--- config.mk ---
export PLATFORM = sky130hd
export DESIGN_NAME = power_mode_clock_sequencer
export DESIGN_NICKNAME = d
export VERILOG_FILES = /design/src/design/pm_seq_pkg.sv /design/src/design/delay_counter.sv /design/src/design/power_mode_clock_sequencer.sv
export SDC_FILE = /design/constraint.sdc
export NUM_CORES = 1
export LEC_CHECK = 0
export ABC_AREA = 1
export BUFFER_PORTS_ARGS = -buffer_cell sky130_fd_sc_hd__buf_2
export CAP_MARGIN = 5
export CORE_MARGIN = 1
export CORE_UTILIZATION = 55
export DETAILED_ROUTE_END_ITERATION = 8
export GPL_TIMING_DRIVEN = 0
export PLACE_DENSITY = 0.8
export REMOVE_ABC_BUFFERS = 1
export SKIP_LAST_GASP = 1
export SLEW_MARGIN = 25
export SYNTH_ARGS = -nofsm -noshare
export SYNTH_HDL_FRONTEND = slang
export SYNTH_HIERARCHICAL = 1
export SYNTH_SLANG_ARGS = --single-unit
--- constraint.sdc ---
create_clock -name sys_clk -period 1.9 [get_ports sys_clk]
set_input_delay 0.475 -clock sys_clk [delete_from_list [all_inputs] [get_ports sys_clk]]
set_output_delay 0.475 -clock sys_clk [all_outputs]
set_load 0.02 [all_outputs]
--- src/design/pm_seq_pkg.sv ---
// Shared constants and types for the power mode clock sequencer.
// Assumes a single 50 MHz system clock and a synchronous active-low reset.
package pm_seq_pkg;

    // Clock source select encodings.
    localparam logic [1:0] SEL_PRIMARY = 2'h2;
    localparam logic [1:0] SEL_SECONDARY = 2'h1;
    localparam logic [1:0] SEL_INTERNAL = 2'h3;
    localparam logic [1:0] SEL_INTERNAL_ALT = 2'h0;

    // Register offsets on the plain register port.
    localparam logic [3:0] ADDR_CONTROL = 4'h0;
    localparam logic [3:0] ADDR_STATUS = 4'h1;
    localparam logic [3:0] ADDR_ENABLES = 4'h2;

    // Control register fields.
    localparam int CTRL_SEL_LSB = 0;
    localparam int CTRL_IDLE_BIT = 7;

    // Enable register fields.
    localparam int EN_SEC_OSC_BIT = 0;
    localparam int EN_WDT_BIT = 1;
    localparam int EN_FSCM_BIT = 2;
    localparam int EN_TWO_SPEED_BIT = 3;

    // Status register flag positions.
    localparam int STAT_SECONDARY_RUN_MODE_BIT = 6;
    localparam int STAT_INTERNAL_BIT = 5;

    // Clock source identifiers driven on the mux select.
    localparam logic [1:0] SRC_NONE = 2'h0;
    localparam logic [1:0] SRC_PRIMARY = 2'h1;
    localparam logic [1:0] SRC_SECONDARY = 2'h2;
    localparam logic [1:0] SRC_INTERNAL = 2'h3;

    // Switch timing in clock cycles of the old and new source.
    localparam logic [2:0] SWITCH_OLD_CYCLES = 3'h2;
    localparam logic [2:0] SWITCH_NEW_CYCLES = 3'h4;

    // CPU ready delay in nanoseconds and its cycle count at 50 MHz.
    localparam int CLK_PERIOD_NS = 20;
    localparam int CPU_READY_NS = 200;
    localparam int CPU_READY_CYCLES = (CPU_READY_NS + CLK_PERIOD_NS - 1) / CLK_PERIOD_NS;

    // Power mode states.
    typedef enum logic [3:0] {
        ST_PRIMARY_RUN_MODE,
        ST_SECONDARY_RUN_MODE,
        ST_MODE_A,
        ST_PRIMARY_IDLE_MODE,
        ST_SECONDARY_IDLE_MODE,
        ST_MODE_B,
        ST_SLEEP,
        ST_SWITCH,
        ST_WAKE_WAIT
    } mode_e;

endpackage : pm_seq_pkg

--- src/design/delay_counter.sv ---
// Down counter that raises a one-cycle done pulse the loaded number of cycles after start.
// Assumes start is a one-cycle pulse in the sys_clk domain.
`timescale 1ns/100ps
`default_nettype none
module delay_counter #(
    parameter int WIDTH = 8
) (
    input wire logic sys_clk,
    input wire logic resetn,
    input wire logic start,
    input wire logic [WIDTH-1:0] load,
    output logic busy,
    output logic done
);

    typedef struct packed {
        logic [WIDTH-1:0] count;
        logic run;
        logic fin;
    } cnt_s;

    cnt_s st_reg;
    cnt_s st_next;

    // Load on start, count down, raise done for one cycle at expiry.
    always_comb begin
        st_next = st_reg;
        st_next.fin = 1'b0;
        if (start) begin
            st_next.count = load;
            st_next.run = 1'b1;
        end else if (st_reg.run) begin
            if (st_reg.count <= {{(WIDTH-1){1'b0}}, 1'b1}) begin
                st_next.run = 1'b0;
                st_next.fin = 1'b1;
            end else begin
                st_next.count = st_reg.count - {{(WIDTH-1){1'b0}}, 1'b1};
            end
        end
    end

    always_ff @(posedge sys_clk) begin
        if (!resetn) begin
            st_reg <= '0;
        end else begin
            st_reg <= st_next;
        end
    end

    assign busy = st_reg.run;
    assign done = st_reg.fin;

endmodule : delay_counter
`default_nettype wire

--- src/design/power_mode_clock_sequencer.sv ---
// Power mode and clock source sequencer: run, idle and sleep modes with wake handling.
// Assumes oscillator ready levels and the sleep and wake pulses are synchronous to sys_clk.
//
// The implementer's own choices: the strobed register port and the register offsets.
`timescale 1ns/100ps
`default_nettype none
module power_mode_clock_sequencer #(
    parameter bit TWO_SPEED_DEFAULT = 1'b0
) (
    input wire logic sys_clk,
    input wire logic resetn,
    input wire logic [3:0] regAddr,
    input wire logic [7:0] regWdata,
    input wire logic regWr,
    input wire logic regRd,
    output logic [7:0] regRdata,
    input wire logic sleepExec,
    input wire logic wakeIrq,
    input wire logic wdtTimeout,
    input wire logic primaryReady,
    input wire logic secondaryReady,
    output logic primaryOscOn,
    output logic secondaryOscOn,
    output logic internalOscOn,
    output logic [1:0] periphClkSrc,
    output logic cpuClkEn,
    output logic periphClkEn
);

    ////////////////////////////////////////////////////////////////////////////
    // State.

    typedef struct packed {
        pm_seq_pkg::mode_e mode;
        pm_seq_pkg::mode_e target;
        logic [1:0] clockSel;
        logic idleEnable;
        logic secOscEnable;
        logic wdtEnable;
        logic fscmEnable;
        logic twoSpeed;
        logic primaryStatus;
        logic secondaryRunning;
        logic [1:0] src;
        logic [1:0] newSrc;
        logic [2:0] phase;
        logic cpuEn;
        logic perEn;
        logic waitReady;
        logic [7:0] rdata;
    } seq_s;

    seq_s st_reg;
    seq_s st_next;
    logic readyStart;
    logic readyBusy;
    logic readyDone;

    // Ready delay counter started on every wake event.
    delay_counter #(.WIDTH(8)) u_ready (
        .sys_clk(sys_clk),
        .resetn(resetn),
        .start(readyStart),
        .load(8'(pm_seq_pkg::CPU_READY_CYCLES)),
        .busy(readyBusy),
        .done(readyDone)
    );

    // Decoded selection helpers.
    function automatic logic isInternal(input logic [1:0] sel);
        isInternal = (sel == pm_seq_pkg::SEL_INTERNAL) || (sel == pm_seq_pkg::SEL_INTERNAL_ALT);
    endfunction : isInternal

    function automatic pm_seq_pkg::mode_e runOf(input logic [1:0] sel);
        if (sel == pm_seq_pkg::SEL_PRIMARY) begin
            runOf = pm_seq_pkg::ST_PRIMARY_RUN_MODE;
        end else if (sel == pm_seq_pkg::SEL_SECONDARY) begin
            runOf = pm_seq_pkg::ST_SECONDARY_RUN_MODE;
        end else begin
            runOf = pm_seq_pkg::ST_MODE_A;
        end
    endfunction : runOf

    function automatic logic [1:0] srcOf(input logic [1:0] sel);
        if (sel == pm_seq_pkg::SEL_PRIMARY) begin
            srcOf = pm_seq_pkg::SRC_PRIMARY;
        end else if (sel == pm_seq_pkg::SEL_SECONDARY) begin
            srcOf = pm_seq_pkg::SRC_SECONDARY;
        end else begin
            srcOf = pm_seq_pkg::SRC_INTERNAL;
        end
    endfunction : srcOf

    logic inIdle;
    logic inSleep;
    logic inRun;
    logic wakeEvent;
    logic [1:0] wrSel;

    assign inIdle = (st_reg.mode == pm_seq_pkg::ST_PRIMARY_IDLE_MODE) ||
                    (st_reg.mode == pm_seq_pkg::ST_SECONDARY_IDLE_MODE) ||
                    (st_reg.mode == pm_seq_pkg::ST_MODE_B);
    assign inSleep = (st_reg.mode == pm_seq_pkg::ST_SLEEP);
    assign inRun = (st_reg.mode == pm_seq_pkg::ST_PRIMARY_RUN_MODE) ||
                   (st_reg.mode == pm_seq_pkg::ST_SECONDARY_RUN_MODE) ||
                   (st_reg.mode == pm_seq_pkg::ST_MODE_A);
    // Only interrupt and watchdog wake; reset is handled by resetn itself.
    assign wakeEvent = (inIdle || inSleep) && (wakeIrq || wdtTimeout);
    assign wrSel = regWdata[pm_seq_pkg::CTRL_SEL_LSB +: 2];
    assign readyStart = wakeEvent;

    ////////////////////////////////////////////////////////////////////////////
    // Next state.

    // A clock switch runs through ST_SWITCH: the old source clocks at least three cycles, then
    // the new one clocks three cycles before the flags settle.
    always_comb begin
        st_next = st_reg;
        st_next.rdata = 8'h00;
        // Register writes only touch software fields, never from a switch or wake.
        if (regWr && regAddr == pm_seq_pkg::ADDR_CONTROL) begin
            st_next.clockSel = wrSel;
            st_next.idleEnable = regWdata[pm_seq_pkg::CTRL_IDLE_BIT];
        end else if (regWr && regAddr == pm_seq_pkg::ADDR_ENABLES) begin
            st_next.secOscEnable = regWdata[pm_seq_pkg::EN_SEC_OSC_BIT];
            st_next.wdtEnable = regWdata[pm_seq_pkg::EN_WDT_BIT];
            st_next.fscmEnable = regWdata[pm_seq_pkg::EN_FSCM_BIT];
            st_next.twoSpeed = regWdata[pm_seq_pkg::EN_TWO_SPEED_BIT];
        end
        if (regRd && regAddr == pm_seq_pkg::ADDR_CONTROL) begin
            st_next.rdata = {st_reg.idleEnable, 3'h0, st_reg.primaryStatus, 1'b0, st_reg.clockSel};
        end else if (regRd && regAddr == pm_seq_pkg::ADDR_STATUS) begin
            st_next.rdata = {4'h0, st_reg.mode};
            st_next.rdata[pm_seq_pkg::STAT_SECONDARY_RUN_MODE_BIT] = st_reg.secondaryRunning;
            st_next.rdata[pm_seq_pkg::STAT_INTERNAL_BIT] = !st_reg.primaryStatus &&
                                                           !st_reg.secondaryRunning;
        end else if (regRd && regAddr == pm_seq_pkg::ADDR_ENABLES) begin
            st_next.rdata = {4'h0, st_reg.twoSpeed, st_reg.fscmEnable, st_reg.wdtEnable,
                             st_reg.secOscEnable};
        end
        case (st_reg.mode)
            pm_seq_pkg::ST_PRIMARY_RUN_MODE, pm_seq_pkg::ST_SECONDARY_RUN_MODE, pm_seq_pkg::ST_MODE_A: begin
                if (sleepExec && !st_reg.idleEnable) begin
                    st_next.mode = pm_seq_pkg::ST_SLEEP;
                    st_next.cpuEn = 1'b0;
                    st_next.perEn = 1'b0;
                    st_next.primaryStatus = 1'b0;
                    st_next.secondaryRunning = 1'b0;
                end else if (sleepExec && st_reg.clockSel == pm_seq_pkg::SEL_SECONDARY &&
                             !st_reg.secOscEnable) begin
                    st_next.mode = st_reg.mode;
                end else if (sleepExec && st_reg.src == srcOf(st_reg.clockSel)) begin
                    st_next.mode = (st_reg.mode == pm_seq_pkg::ST_PRIMARY_RUN_MODE) ?
                                   pm_seq_pkg::ST_PRIMARY_IDLE_MODE :
                                   (st_reg.mode == pm_seq_pkg::ST_SECONDARY_RUN_MODE) ?
                                   pm_seq_pkg::ST_SECONDARY_IDLE_MODE : pm_seq_pkg::ST_MODE_B;
                    st_next.cpuEn = 1'b0;
                end else if (st_reg.src != srcOf(st_reg.clockSel) &&
                             !(st_reg.clockSel == pm_seq_pkg::SEL_SECONDARY &&
                               !st_reg.secOscEnable)) begin
                    st_next.mode = pm_seq_pkg::ST_SWITCH;
                    st_next.target = sleepExec ? pm_seq_pkg::ST_SLEEP : runOf(st_reg.clockSel);
                    if (sleepExec) begin
                        st_next.target = isInternal(st_reg.clockSel) ? pm_seq_pkg::ST_MODE_B :
                            (st_reg.clockSel == pm_seq_pkg::SEL_SECONDARY) ?
                            pm_seq_pkg::ST_SECONDARY_IDLE_MODE : pm_seq_pkg::ST_PRIMARY_IDLE_MODE;
                    end
                    st_next.newSrc = srcOf(st_reg.clockSel);
                    st_next.phase = 3'h0;
                end
            end
            pm_seq_pkg::ST_SWITCH: begin
                // Old source keeps clocking until a new primary is ready; a secondary not yet ready gates both CPU and peripheral clocks.
                if (st_reg.phase < pm_seq_pkg::SWITCH_OLD_CYCLES) begin
                    st_next.phase = st_reg.phase + 3'h1;
                end else if (st_reg.newSrc == pm_seq_pkg::SRC_PRIMARY && !primaryReady) begin
                    st_next.phase = st_reg.phase;
                end else if (st_reg.newSrc == pm_seq_pkg::SRC_SECONDARY && !secondaryReady) begin
                    st_next.perEn = 1'b0;
                    st_next.cpuEn = 1'b0;
                end else if (st_reg.phase < pm_seq_pkg::SWITCH_OLD_CYCLES +
                             pm_seq_pkg::SWITCH_NEW_CYCLES - 3'h1) begin
                    st_next.src = st_reg.newSrc;
                    st_next.perEn = 1'b1;
                    st_next.phase = st_reg.phase + 3'h1;
                end else begin
                    st_next.mode = st_reg.target;
                    st_next.cpuEn = (st_reg.target == pm_seq_pkg::ST_PRIMARY_RUN_MODE) ||
                                    (st_reg.target == pm_seq_pkg::ST_SECONDARY_RUN_MODE) ||
                                    (st_reg.target == pm_seq_pkg::ST_MODE_A);
                    st_next.primaryStatus = (st_reg.newSrc == pm_seq_pkg::SRC_PRIMARY);
                    st_next.secondaryRunning = (st_reg.newSrc == pm_seq_pkg::SRC_SECONDARY);
                end
            end
            pm_seq_pkg::ST_PRIMARY_IDLE_MODE, pm_seq_pkg::ST_SECONDARY_IDLE_MODE, pm_seq_pkg::ST_MODE_B: begin
                if (wakeEvent) begin
                    st_next.mode = pm_seq_pkg::ST_WAKE_WAIT;
                    // Interrupt wake returns to the run mode of the idle clock; watchdog wake to the run mode of clockSel.
                    st_next.target = (st_reg.mode == pm_seq_pkg::ST_PRIMARY_IDLE_MODE) ?
                        pm_seq_pkg::ST_PRIMARY_RUN_MODE : (st_reg.mode == pm_seq_pkg::ST_SECONDARY_IDLE_MODE) ?
                        pm_seq_pkg::ST_SECONDARY_RUN_MODE : pm_seq_pkg::ST_MODE_A;
                    if (wdtTimeout) begin
                        st_next.target = runOf(st_reg.clockSel);
                    end
                end
            end
            pm_seq_pkg::ST_SLEEP: begin
                st_next.src = pm_seq_pkg::SRC_NONE;
                if (wakeEvent) begin
                    st_next.mode = pm_seq_pkg::ST_WAKE_WAIT;
                    st_next.target = runOf(st_reg.clockSel);
                    st_next.waitReady = 1'b1;
                    if (st_reg.twoSpeed || st_reg.fscmEnable) begin
                        st_next.src = pm_seq_pkg::SRC_INTERNAL;
                        st_next.perEn = 1'b1;
                    end
                end
            end
            pm_seq_pkg::ST_WAKE_WAIT: begin
                if (st_reg.waitReady &&
                    ((srcOf(st_reg.clockSel) == pm_seq_pkg::SRC_PRIMARY && primaryReady) ||
                     (srcOf(st_reg.clockSel) == pm_seq_pkg::SRC_SECONDARY && secondaryReady) ||
                     srcOf(st_reg.clockSel) == pm_seq_pkg::SRC_INTERNAL)) begin
                    st_next.waitReady = 1'b0;
                    st_next.src = srcOf(st_reg.clockSel);
                    st_next.perEn = 1'b1;
                    st_next.primaryStatus = (srcOf(st_reg.clockSel) == pm_seq_pkg::SRC_PRIMARY);
                    st_next.secondaryRunning = (srcOf(st_reg.clockSel) == pm_seq_pkg::SRC_SECONDARY);
                end
                if (!st_reg.waitReady && !readyBusy) begin
                    st_next.mode = st_reg.target;
                    st_next.cpuEn = 1'b1;
                end
            end
            default: begin
                st_next.mode = pm_seq_pkg::ST_PRIMARY_RUN_MODE;
            end
        endcase
    end

    ////////////////////////////////////////////////////////////////////////////
    // Registers.

    // Reset lands in primary run; two-speed start brings it up on the internal clock.
    always_ff @(posedge sys_clk) begin
        if (!resetn) begin
            st_reg <= '0;
            st_reg.mode <= TWO_SPEED_DEFAULT ? pm_seq_pkg::ST_MODE_A : pm_seq_pkg::ST_PRIMARY_RUN_MODE;
            st_reg.clockSel <= pm_seq_pkg::SEL_PRIMARY;
            st_reg.twoSpeed <= TWO_SPEED_DEFAULT;
            st_reg.primaryStatus <= !TWO_SPEED_DEFAULT;
            st_reg.src <= TWO_SPEED_DEFAULT ? pm_seq_pkg::SRC_INTERNAL : pm_seq_pkg::SRC_PRIMARY;
            st_reg.cpuEn <= 1'b1;
            st_reg.perEn <= 1'b1;
        end else begin
            st_reg <= st_next;
        end
    end

    ////////////////////////////////////////////////////////////////////////////
    // Outputs.

    // Primary stays on only while it is the clock, the target of a switch, or the selected clock in ST_WAKE_WAIT.
    assign primaryOscOn = (st_reg.src == pm_seq_pkg::SRC_PRIMARY &&
                           st_reg.mode != pm_seq_pkg::ST_SLEEP) ||
                          (st_reg.newSrc == pm_seq_pkg::SRC_PRIMARY &&
                           st_reg.mode == pm_seq_pkg::ST_SWITCH) ||
                          (st_reg.mode == pm_seq_pkg::ST_WAKE_WAIT &&
                           srcOf(st_reg.clockSel) == pm_seq_pkg::SRC_PRIMARY);
    assign secondaryOscOn = st_reg.secOscEnable;
    assign internalOscOn = st_reg.wdtEnable || st_reg.fscmEnable ||
                           (st_reg.src == pm_seq_pkg::SRC_INTERNAL);
    assign periphClkSrc = st_reg.src;
    assign cpuClkEn = st_reg.cpuEn;
    assign periphClkEn = st_reg.perEn;
    assign regRdata = st_reg.rdata;
endmodule : power_mode_clock_sequencer
`default_nettype wire

* Yosys cells after proc, flatten, opt, wreduce, memory -nomap -nowiden
Cells that the tools add are included.
** Word-level totals
- Input port bits :: 21
- Latch bits :: 0
- Bits in writable memories :: 0
- Memory bits (read-only) :: 0
- Register bits :: 44
- Memories kept :: 0
** Cells by class
- Divide/modulo/power cells :: 0
- Muxes and demuxes :: 80
- Multiply operators :: 0
- Equal/unequal tests :: 52
- Order comparisons :: 3
- Bitwise logic cells :: 6
- Reductions and logical operators :: 73
- Shifts and indexed selects :: 0
- $add $sub $neg :: 2
** Operator list (count)
- 4-bit two-way mux :: 21
- 2-bit two-way mux :: 25
- 8-bit two-way mux :: 4
- 3-bit two-way mux :: 10
- 2-bit inequality test, second input constant :: 15
- 1-bit logical AND :: 22
- 3-bit inequality test, second input constant :: 7
- 7-bit AND reduction :: 3
- 4-bit one-hot mux with 5 select lines :: 1
- 4-bit by 2-bit == test with 1-bit output, second input constant :: 4
- 4-bit by 3-bit == test with 1-bit output, second input constant :: 4
- 8-bit AND reduction :: 2
- 2-bit == test, second input constant :: 7
- 1-bit logical OR :: 14
- 2-bit by 1-bit == test with 1-bit output, second input constant :: 6
- 4-bit by 1-bit == test with 1-bit output, second input constant :: 3
- 4-bit logical NOT :: 3
- 2-bit one-hot mux with 3 select lines :: 2
- 4-bit one-hot mux with 3 select lines :: 1
- 1-bit logical NOT :: 9
- 1-bit two-way mux :: 9
- 9-bit AND reduction :: 1
- 3-bit nonzero test :: 3
- 3-bit OR reduction :: 3
- 27 further kinds :: 37

* Depth between registers and ports, before layout
Gate-level depths: netlist (run 1).
- Depth in word-level cells :: 19
- Gate-level depth with buffers :: 13
- Depth with buffers taken out :: 12

* By module
The synthesis (run 1) kept the hierarchy.
** By module, submodules not included
- power_mode_clock_sequencer :: area an instance 2198.4 µm², cells an instance 359, times used 1
- delay_counter :: area an instance 699.4 µm², cells an instance 103, times used 1

* Worst setup path before layout (run 1)
Ideal clock, no wire load.
- Kind :: flip-flop to output port
- From :: register st_reg[34] (netlist bit)
- To :: output primaryOscOn
- Arrival :: 1.177 ns
- Path slack :: 0.248 ns
- Path buffers :: 1
- Stages on the path, launching flop included :: 7
- Cells stage by stage :: dfxtp_1 > inv_1 > nor2_1 > nand2_1 > buf_6 > o21ai_0 > a31o_2
** On the way
- Word-level cells in the longest chain between the ends :: 4
- Elaborated cells on any way between the ends :: 8
** Ends and longest elaborated chain
- from (decl) :: RTL line power_mode_clock_sequencer.sv:53 : seq_s st_reg;
- from (signal assigned) :: RTL line power_mode_clock_sequencer.sv:256 : st_reg <= st_next;
- 4-bit by 3-bit inequality test with 1-bit output or 4-bit by 3-bit == test with 1-bit output (tied branches) :: RTL line power_mode_clock_sequencer.sv:265, power_mode_clock_sequencer.sv:267
- 1-bit logical AND, on equally long branches :: RTL line power_mode_clock_sequencer.sv:264, power_mode_clock_sequencer.sv:266
- 1-bit logical OR :: RTL line power_mode_clock_sequencer.sv:265 : st_reg.mode != pm_seq_pkg::ST_SLEEP) ||
- 1-bit logical OR (*) :: RTL line power_mode_clock_sequencer.sv:267 : st_reg.mode == pm_seq_pkg::ST_SWITCH) ||
- to (decl) :: RTL line power_mode_clock_sequencer.sv:22 : output logic primaryOscOn,
Mark *: on every way between the ends. The rest lies on a longest branch, timed or not.

* Worst setup path after layout (run 1)
- From :: register st_reg[32] (netlist bit)
- To :: output primaryOscOn
Same word-level chain as after synthesis.

==> results of run 1 <==
[timing repair]
action	CTS	global route
setup endpoints to repair	10	20
pin swaps	5	3
buffers inserted	6	5
resized for setup	29	10
[report_power, final]
group	leakage [nW]	internal (mW)	total, mW	switching (mW)
sequential	0.346	1.15	1.43	0.286
combinational	1.32	1.10	3.04	1.93
clock	0.0408	0.263	0.608	0.345
total	1.71	2.52	5.08	2.57
[layer usage]
metal  wire length [µm]  vias up  GRT usage [%]
li1                   -     1525              -
met3                358       10           5.42
met1               3210     1332           36.5
met5                  0        -              0
met4                 73        0           5.66
met2               3330       84           48.1
[critical path, stage by stage (launching register included)]
cell and delay, ns:
dfxtp_4 0.38, inv_1 0.10, nor2_4 0.15, nand2_4 0.07
a31o_2 0.25, buf_6 0.13
[worst max path at each step]
stage / startpoint / to / slack, ns / cells past startpoint
after floorplan: wakeIrq / u_ready/st_reg[5]$_SDFFE_PN0P_ / 0.15 / 9
after global placement: wdtTimeout / u_ready/st_reg[5]$_SDFFE_PN0P_ / -0.40 / 10
after detailed placement: wdtTimeout / u_ready/st_reg[5]$_SDFFE_PN0P_ / -0.41 / 10
after CTS: st_reg[33]$_SDFFE_PN0P_ / primaryOscOn / 0.007 / 5
after global routing: st_reg[32]$_SDFFE_PN0P_ / primaryOscOn / -0.03 / 5
final: st_reg[32]$_SDFFE_PN0P_ / primaryOscOn / 0.04 / 5
[placed cells by master, fill, tap and decap left out, types with 2 or more instances in the layout]
cell type,instances
a21oi_2,2
inv_4,3
nand4_1,6
nand3b_1,3
nand3_2,6
conb_1,9
clkbuf_8,5
nand3_1,50
nand2_1,123
dfxtp_1,36
nand2_2,7
inv_2,9
inv_1,55
ha_4,2
o21ai_0,28
o22ai_1,3
nor3_1,3
dfxtp_2,2
dfxtp_4,4
clkinvlp_4,3
ha_1,5
nor2_1,47
buf_4,11
buf_2,30
nand2_4,6
a21oi_1,19
nor2_4,7
nor2_2,2
[stage by stage]
stage | cells | worst slack [ns] | setup TNS, ns | utilization, %
6_report | 568 | 0.0392 | 0 | 67.9
5_1_grt | 568 | -0.0268 | -0.0268 | 67.9
4_1_cts | 563 | 0.00698 | 0 | 66.5
3_5_place_dp | 549 | -0.413 | -3.26 | 62.0
3_3_place_gp | 549 | -0.399 | -2.82 | 62.0
2_1_floorplan | 451 | 0.146 | 0 | -
[layout make-up]
class | instances | area (µm²) | area share, %
Inverter | 68 | 267 | 8.04
Sequential cell | 42 | 858 | 25.9
Timing Repair Buffer | 42 | 244 | 7.36
Multi-Input combinational cell | 341 | 1770 | 53.4
Tap cell | 67 | 83.8 | 2.53
Clock buffer | 5 | 68.8 | 2.08
Clock inverter | 3 | 23.8 | 0.717
==> flow_metrics.tcl, run 1 <==
set metrics [dict create \
    status "complete, no violations" \
    p_leak_nw 1.71 \
    postRouteAntennaNets 0 \
    largest_register_ffs 21 \
    io_pins 36 \
    reg2reg_from "st_reg[26]$_SDFFE_PN1P_" \
    setup_violations 0 \
    syn_area_um2 2870 \
    grt_max_degree 34 \
    initial_core_util_pct 58.9 \
    wl_per_cell_um 12.3 \
    finalClockSkew_ns 0.00648 \
    io_buffer_count 31 \
    clock_tree.root_cell "clkbuf_8" \
    n_fill_cell 467 \
    reg2reg_to "st_reg[29]$_SDFFE_PN0P_" \
    design_area_um2 3320 \
    hold_violations 0 \
    path_clk_slew_ns 0.09 \
    hold_buffers 0 \
    antenna_found_initial 0 \
    relSlewSlack_pct 59.8 \
    min_from "regWdata[1]" \
    hold_path_depth 3 \
    synth_area_per_cell_um2 6.25 \
    irDropWorstVdd_mv 0.934 \
    layout.nets 528 \
    vias 2951 \
    cts_buffers 5 \
    ff2ff_path_depth 12 \
    cap_violations 0 \
    netlist_instances 460 \
    grt_pass1_wl_mm 11.9 \
    firstDrtPassIters 5 \
    worst_slew_pin_slew_ns 0.603 \
    slew_viol_final 0 \
    start_kind "register" \
    antenna_cells 0 \
    critPathMaxFanout 4 \
    drive_above_1_share_pct 21.2 \
    fmax_ghz 0.537 \
    cp.required_ns 1.42 \
    coreArea_um2 4880 \
    rows 25 \
    drt_wl_total_mm 6.98 \
    arrival_ns 1.39 \
    cts_tree "built" \
    die-area_um2 5520 \
    track_usage_pct 27.9 \
    clk_latency_ns 0.30 \
    power.total_mw 5.08 \
    drc 0 \
    die_w_um 74.3 \
    grt_overflow 0 \
    yosys_warnings 6 \
    first_iter_violations 182 \
    holdWs_ns 0.401 \
    dpl.hpwl_mm 5.09 \
    crit_type "register to primary output" \
    worstHoldEndpoint "st_reg[26]$_SDFFE_PN1P_" \
    grt_pass1_vias 2668 \
    htreeDepth 2 \
    avgViaCountPerCell 5.20 \
    die_h_um 74.3 \
    timing.final.crit_share_pct 97.9 \
    end_kind "primary output" \
    ff2ff_setup_slack_ns 0.19 \
    fin_crit_ns 1.86 \
    hold_class "primary input to register" \
    rsz0062_at_grt "true" \
    gp_congestion 0.919 \
    area_growth_pct 15.4 \
    cts_num_sinks 42 \
    clock_path_buffers 2 \
    power_density_nw_per_um2 1530 \
    postPlaceCellArea_um2 3020 \
]
(Power assumes the default switching activity.)
==> inputs of run 2 (changes only) <==
--- a/config.mk
+++ b/config.mk
@@ -9,10 +9,10 @@
 export BUFFER_PORTS_ARGS = -buffer_cell sky130_fd_sc_hd__buf_2
 export CAP_MARGIN = 5
 export CORE_MARGIN = 1
-export CORE_UTILIZATION = 55
+export CORE_UTILIZATION = 50
 export DETAILED_ROUTE_END_ITERATION = 8
 export GPL_TIMING_DRIVEN = 0
-export PLACE_DENSITY = 0.8
+export PLACE_DENSITY = 0.74
 export REMOVE_ABC_BUFFERS = 1
 export SKIP_LAST_GASP = 1
 export SLEW_MARGIN = 25
==> flow_metrics.tcl, run 2 (synthesis gave the netlist of run 1 again) <==
set metrics [dict create \
    holdWs_ns 0.406 \
    arrival_ns 1.44 \
    final_common_cell "nand2_1" \
    crit_end "primaryOscOn" \
    setup_violations 1 \
    cts_num_sinks 42 \
    fin_crit_ns 1.91 \
    hold_class "primary input to register" \
    hold_path_depth 3 \
    ff2ff_setup_slack_ns 0.12 \
    coreArea_um2 5510 \
    wl_met2_mm 3.44 \
    clock_tree.root_cell "clkbuf_8" \
    fmax_ghz 0.522 \
    clk_latency_ns 0.31 \
    rows 27 \
    gp_congestion 0.890 \
    die_h_um 77.8 \
    irDropWorstVdd_mv 0.882 \
    area_growth_pct 14.5 \
    cts_tree "built" \
    worst-path-buf-inv 2 \
    vias 2846 \
    worst_slew_pin_slew_ns 0.621 \
    cp_cell_sequence "inv_2 > nor2_4 > nand2_4 > a31o_2 > buf_4" \
    drc 0 \
    end_kind "primary output" \
    fin_util_pct 59.8 \
    crit_slowest_cell "dfxtp_4" \
    routedLengthMet1_mm 3.31 \
    clock_path_buffers 2 \
    htreeDepth 2 \
    design_area_um2 3290 \
    largest_register_ffs 21 \
    cpLargestDelayFamily "flip-flops" \
    crit_type "register to primary output" \
    layout.nets 527 \
    drt_wl_total_mm 7.13 \
    status "finished with violations" \
    cp.depth 5 \
    grt_pass1_wl_mm 11.9 \
    place_inst 554 \
    hold_violations 0 \
    grt_max_degree 34 \
    regArea_um2 856 \
    die-area_um2 6060 \
    cp.required_ns 1.42 \
    postRouteAntennaNets 0 \
    cts_buffers 5 \
    antenna_cells 0 \
    violations "setup timing" \
    max_stage_delay_ns 0.39 \
    dpl.hpwl_mm 5.24 \
    die_w_um 77.8 \
    final_cells 572 \
    wl_per_cell_um 12.5 \
    critPathMaxFanout 5 \
    path_clk_slew_ns 0.09 \
    io_buffer_count 31 \
    drive_above_1_share_pct 21.0 \
    ff2ff_path_depth 11 \
    io_pins 36 \
    finalClockSkew_ns 0.00786 \
    setup-tns-final_ns -0.0139 \
    n_fill_cell 557 \
    reg2reg_to "u_ready/st_reg[5]$_SDFFE_PN0P_" \
    grt_overflow 0 \
    cap_violations 0 \
    first_iter_violations 187 \
    firstDrtPassIters 5 \
    rsz0062_at_grt "true" \
    grt_pass1_vias 2603 \
    reg2reg_from "st_reg[31]$_SDFFE_PN0P_" \
    route.met3.wl_um 309 \
    relSlewSlack_pct 58.6 \
    topRoutingLayerUsed "met4" \
    initial_core_util_pct 52.2 \
    multi_input_area_um2 1740 \
    timing.final.crit_share_pct 101 \
    finalWorstSetupSlack_ns -0.0139 \
    slew_viol_final 0 \
    p_leak_nw 1.70 \
    layout_common_cells "122 x nand2_1, 54 x inv_1, 51 x nand3_1" \
    antenna_found_initial 0 \
    start_kind "register" \
    critical_path.startpoint "st_reg[32]$_SDFFE_PN0P_" \
    avgViaCountPerCell 4.98 \
    postPlaceCellArea_um2 3030 \
    power_density_nw_per_um2 1580 \
    track_usage_pct 25.0 \
]
[run 2: cell types whose count changed in the layout (fill, tap and decap cells not counted), moves of 2 or more]
| cell | delta |
|---|---|
| inv_4 | -2 |
| nand2_2 | +2 |
| clkinv_2 | +2 |
| inv_2 | +2 |
[run 2: cell type report]
class | count | share of cell area, %
Clock inverter | 3 | 1.22
Inverter | 68 | 8.06
Tap cell | 72 | 2.74
Multi-Input combinational cell | 341 | 52.8
Sequential cell | 42 | 26.0
Clock buffer | 5 | 2.09
Timing Repair Buffer | 41 | 7.07
[run 2: what timing repair did]
item / CTS / global route
endpoints found under the setup margin: 10 / 14
gates resized for setup: 5 / 25
hold buffers: 0 / 0
pin swaps: 1 / 5
gates cloned: 0 / 0
buffers inserted: 5 / 5
[run 2: through the flow]
step / worst slack, ns / power [mW]
5_1_grt: -0.0557 / 5.70
3_3_place_gp: -0.474 / 4.12
6_report: -0.0139 / 5.19
3_5_place_dp: -0.465 / 4.17
2_1_floorplan: 0.146 / 3.59
4_1_cts: -0.157 / 5.00
[run 2: report_power, final]
part	switching, mW	internal, mW
logic	1.93	1.11
registers	0.282	1.15
clock network	0.335	0.387
total	2.55	2.64
[run 2: tightest hold or removal path, stage by stage]
cell     delay (ns)
buf_2          0.09
a21oi_1        0.06
o21ai_0        0.06
[run 2: worst min path at each step]
stage          slack [ns]                 endpoint                     from
4_1_cts              0.40  st_reg[26]$_SDFFE_PN1P_              regWdata[1]
5_1_grt              0.41  st_reg[26]$_SDFFE_PN1P_              regWdata[1]
3_3_place_gp         0.43    cpuClkEn$_SDFFE_PN1P_    cpuClkEn$_SDFFE_PN1P_
6_report             0.41  st_reg[26]$_SDFFE_PN1P_              regWdata[1]
2_1_floorplan        0.42   regRdata[5]$_SDFF_PP0_  st_reg[19]$_SDFFE_PN1P_
3_5_place_dp         0.45    cpuClkEn$_SDFFE_PN1P_    cpuClkEn$_SDFFE_PN1P_
[run 2: routing by layer]
| metal | global-route usage, % | vias up |
|---|---|---|
| li1 | - | 1523 |
| met1 | 32.4 | 1267 |
| met2 | 42.0 | 49 |
| met3 | 4.82 | 7 |
| met4 | 6.42 | 0 |
| met5 | 0 | - |
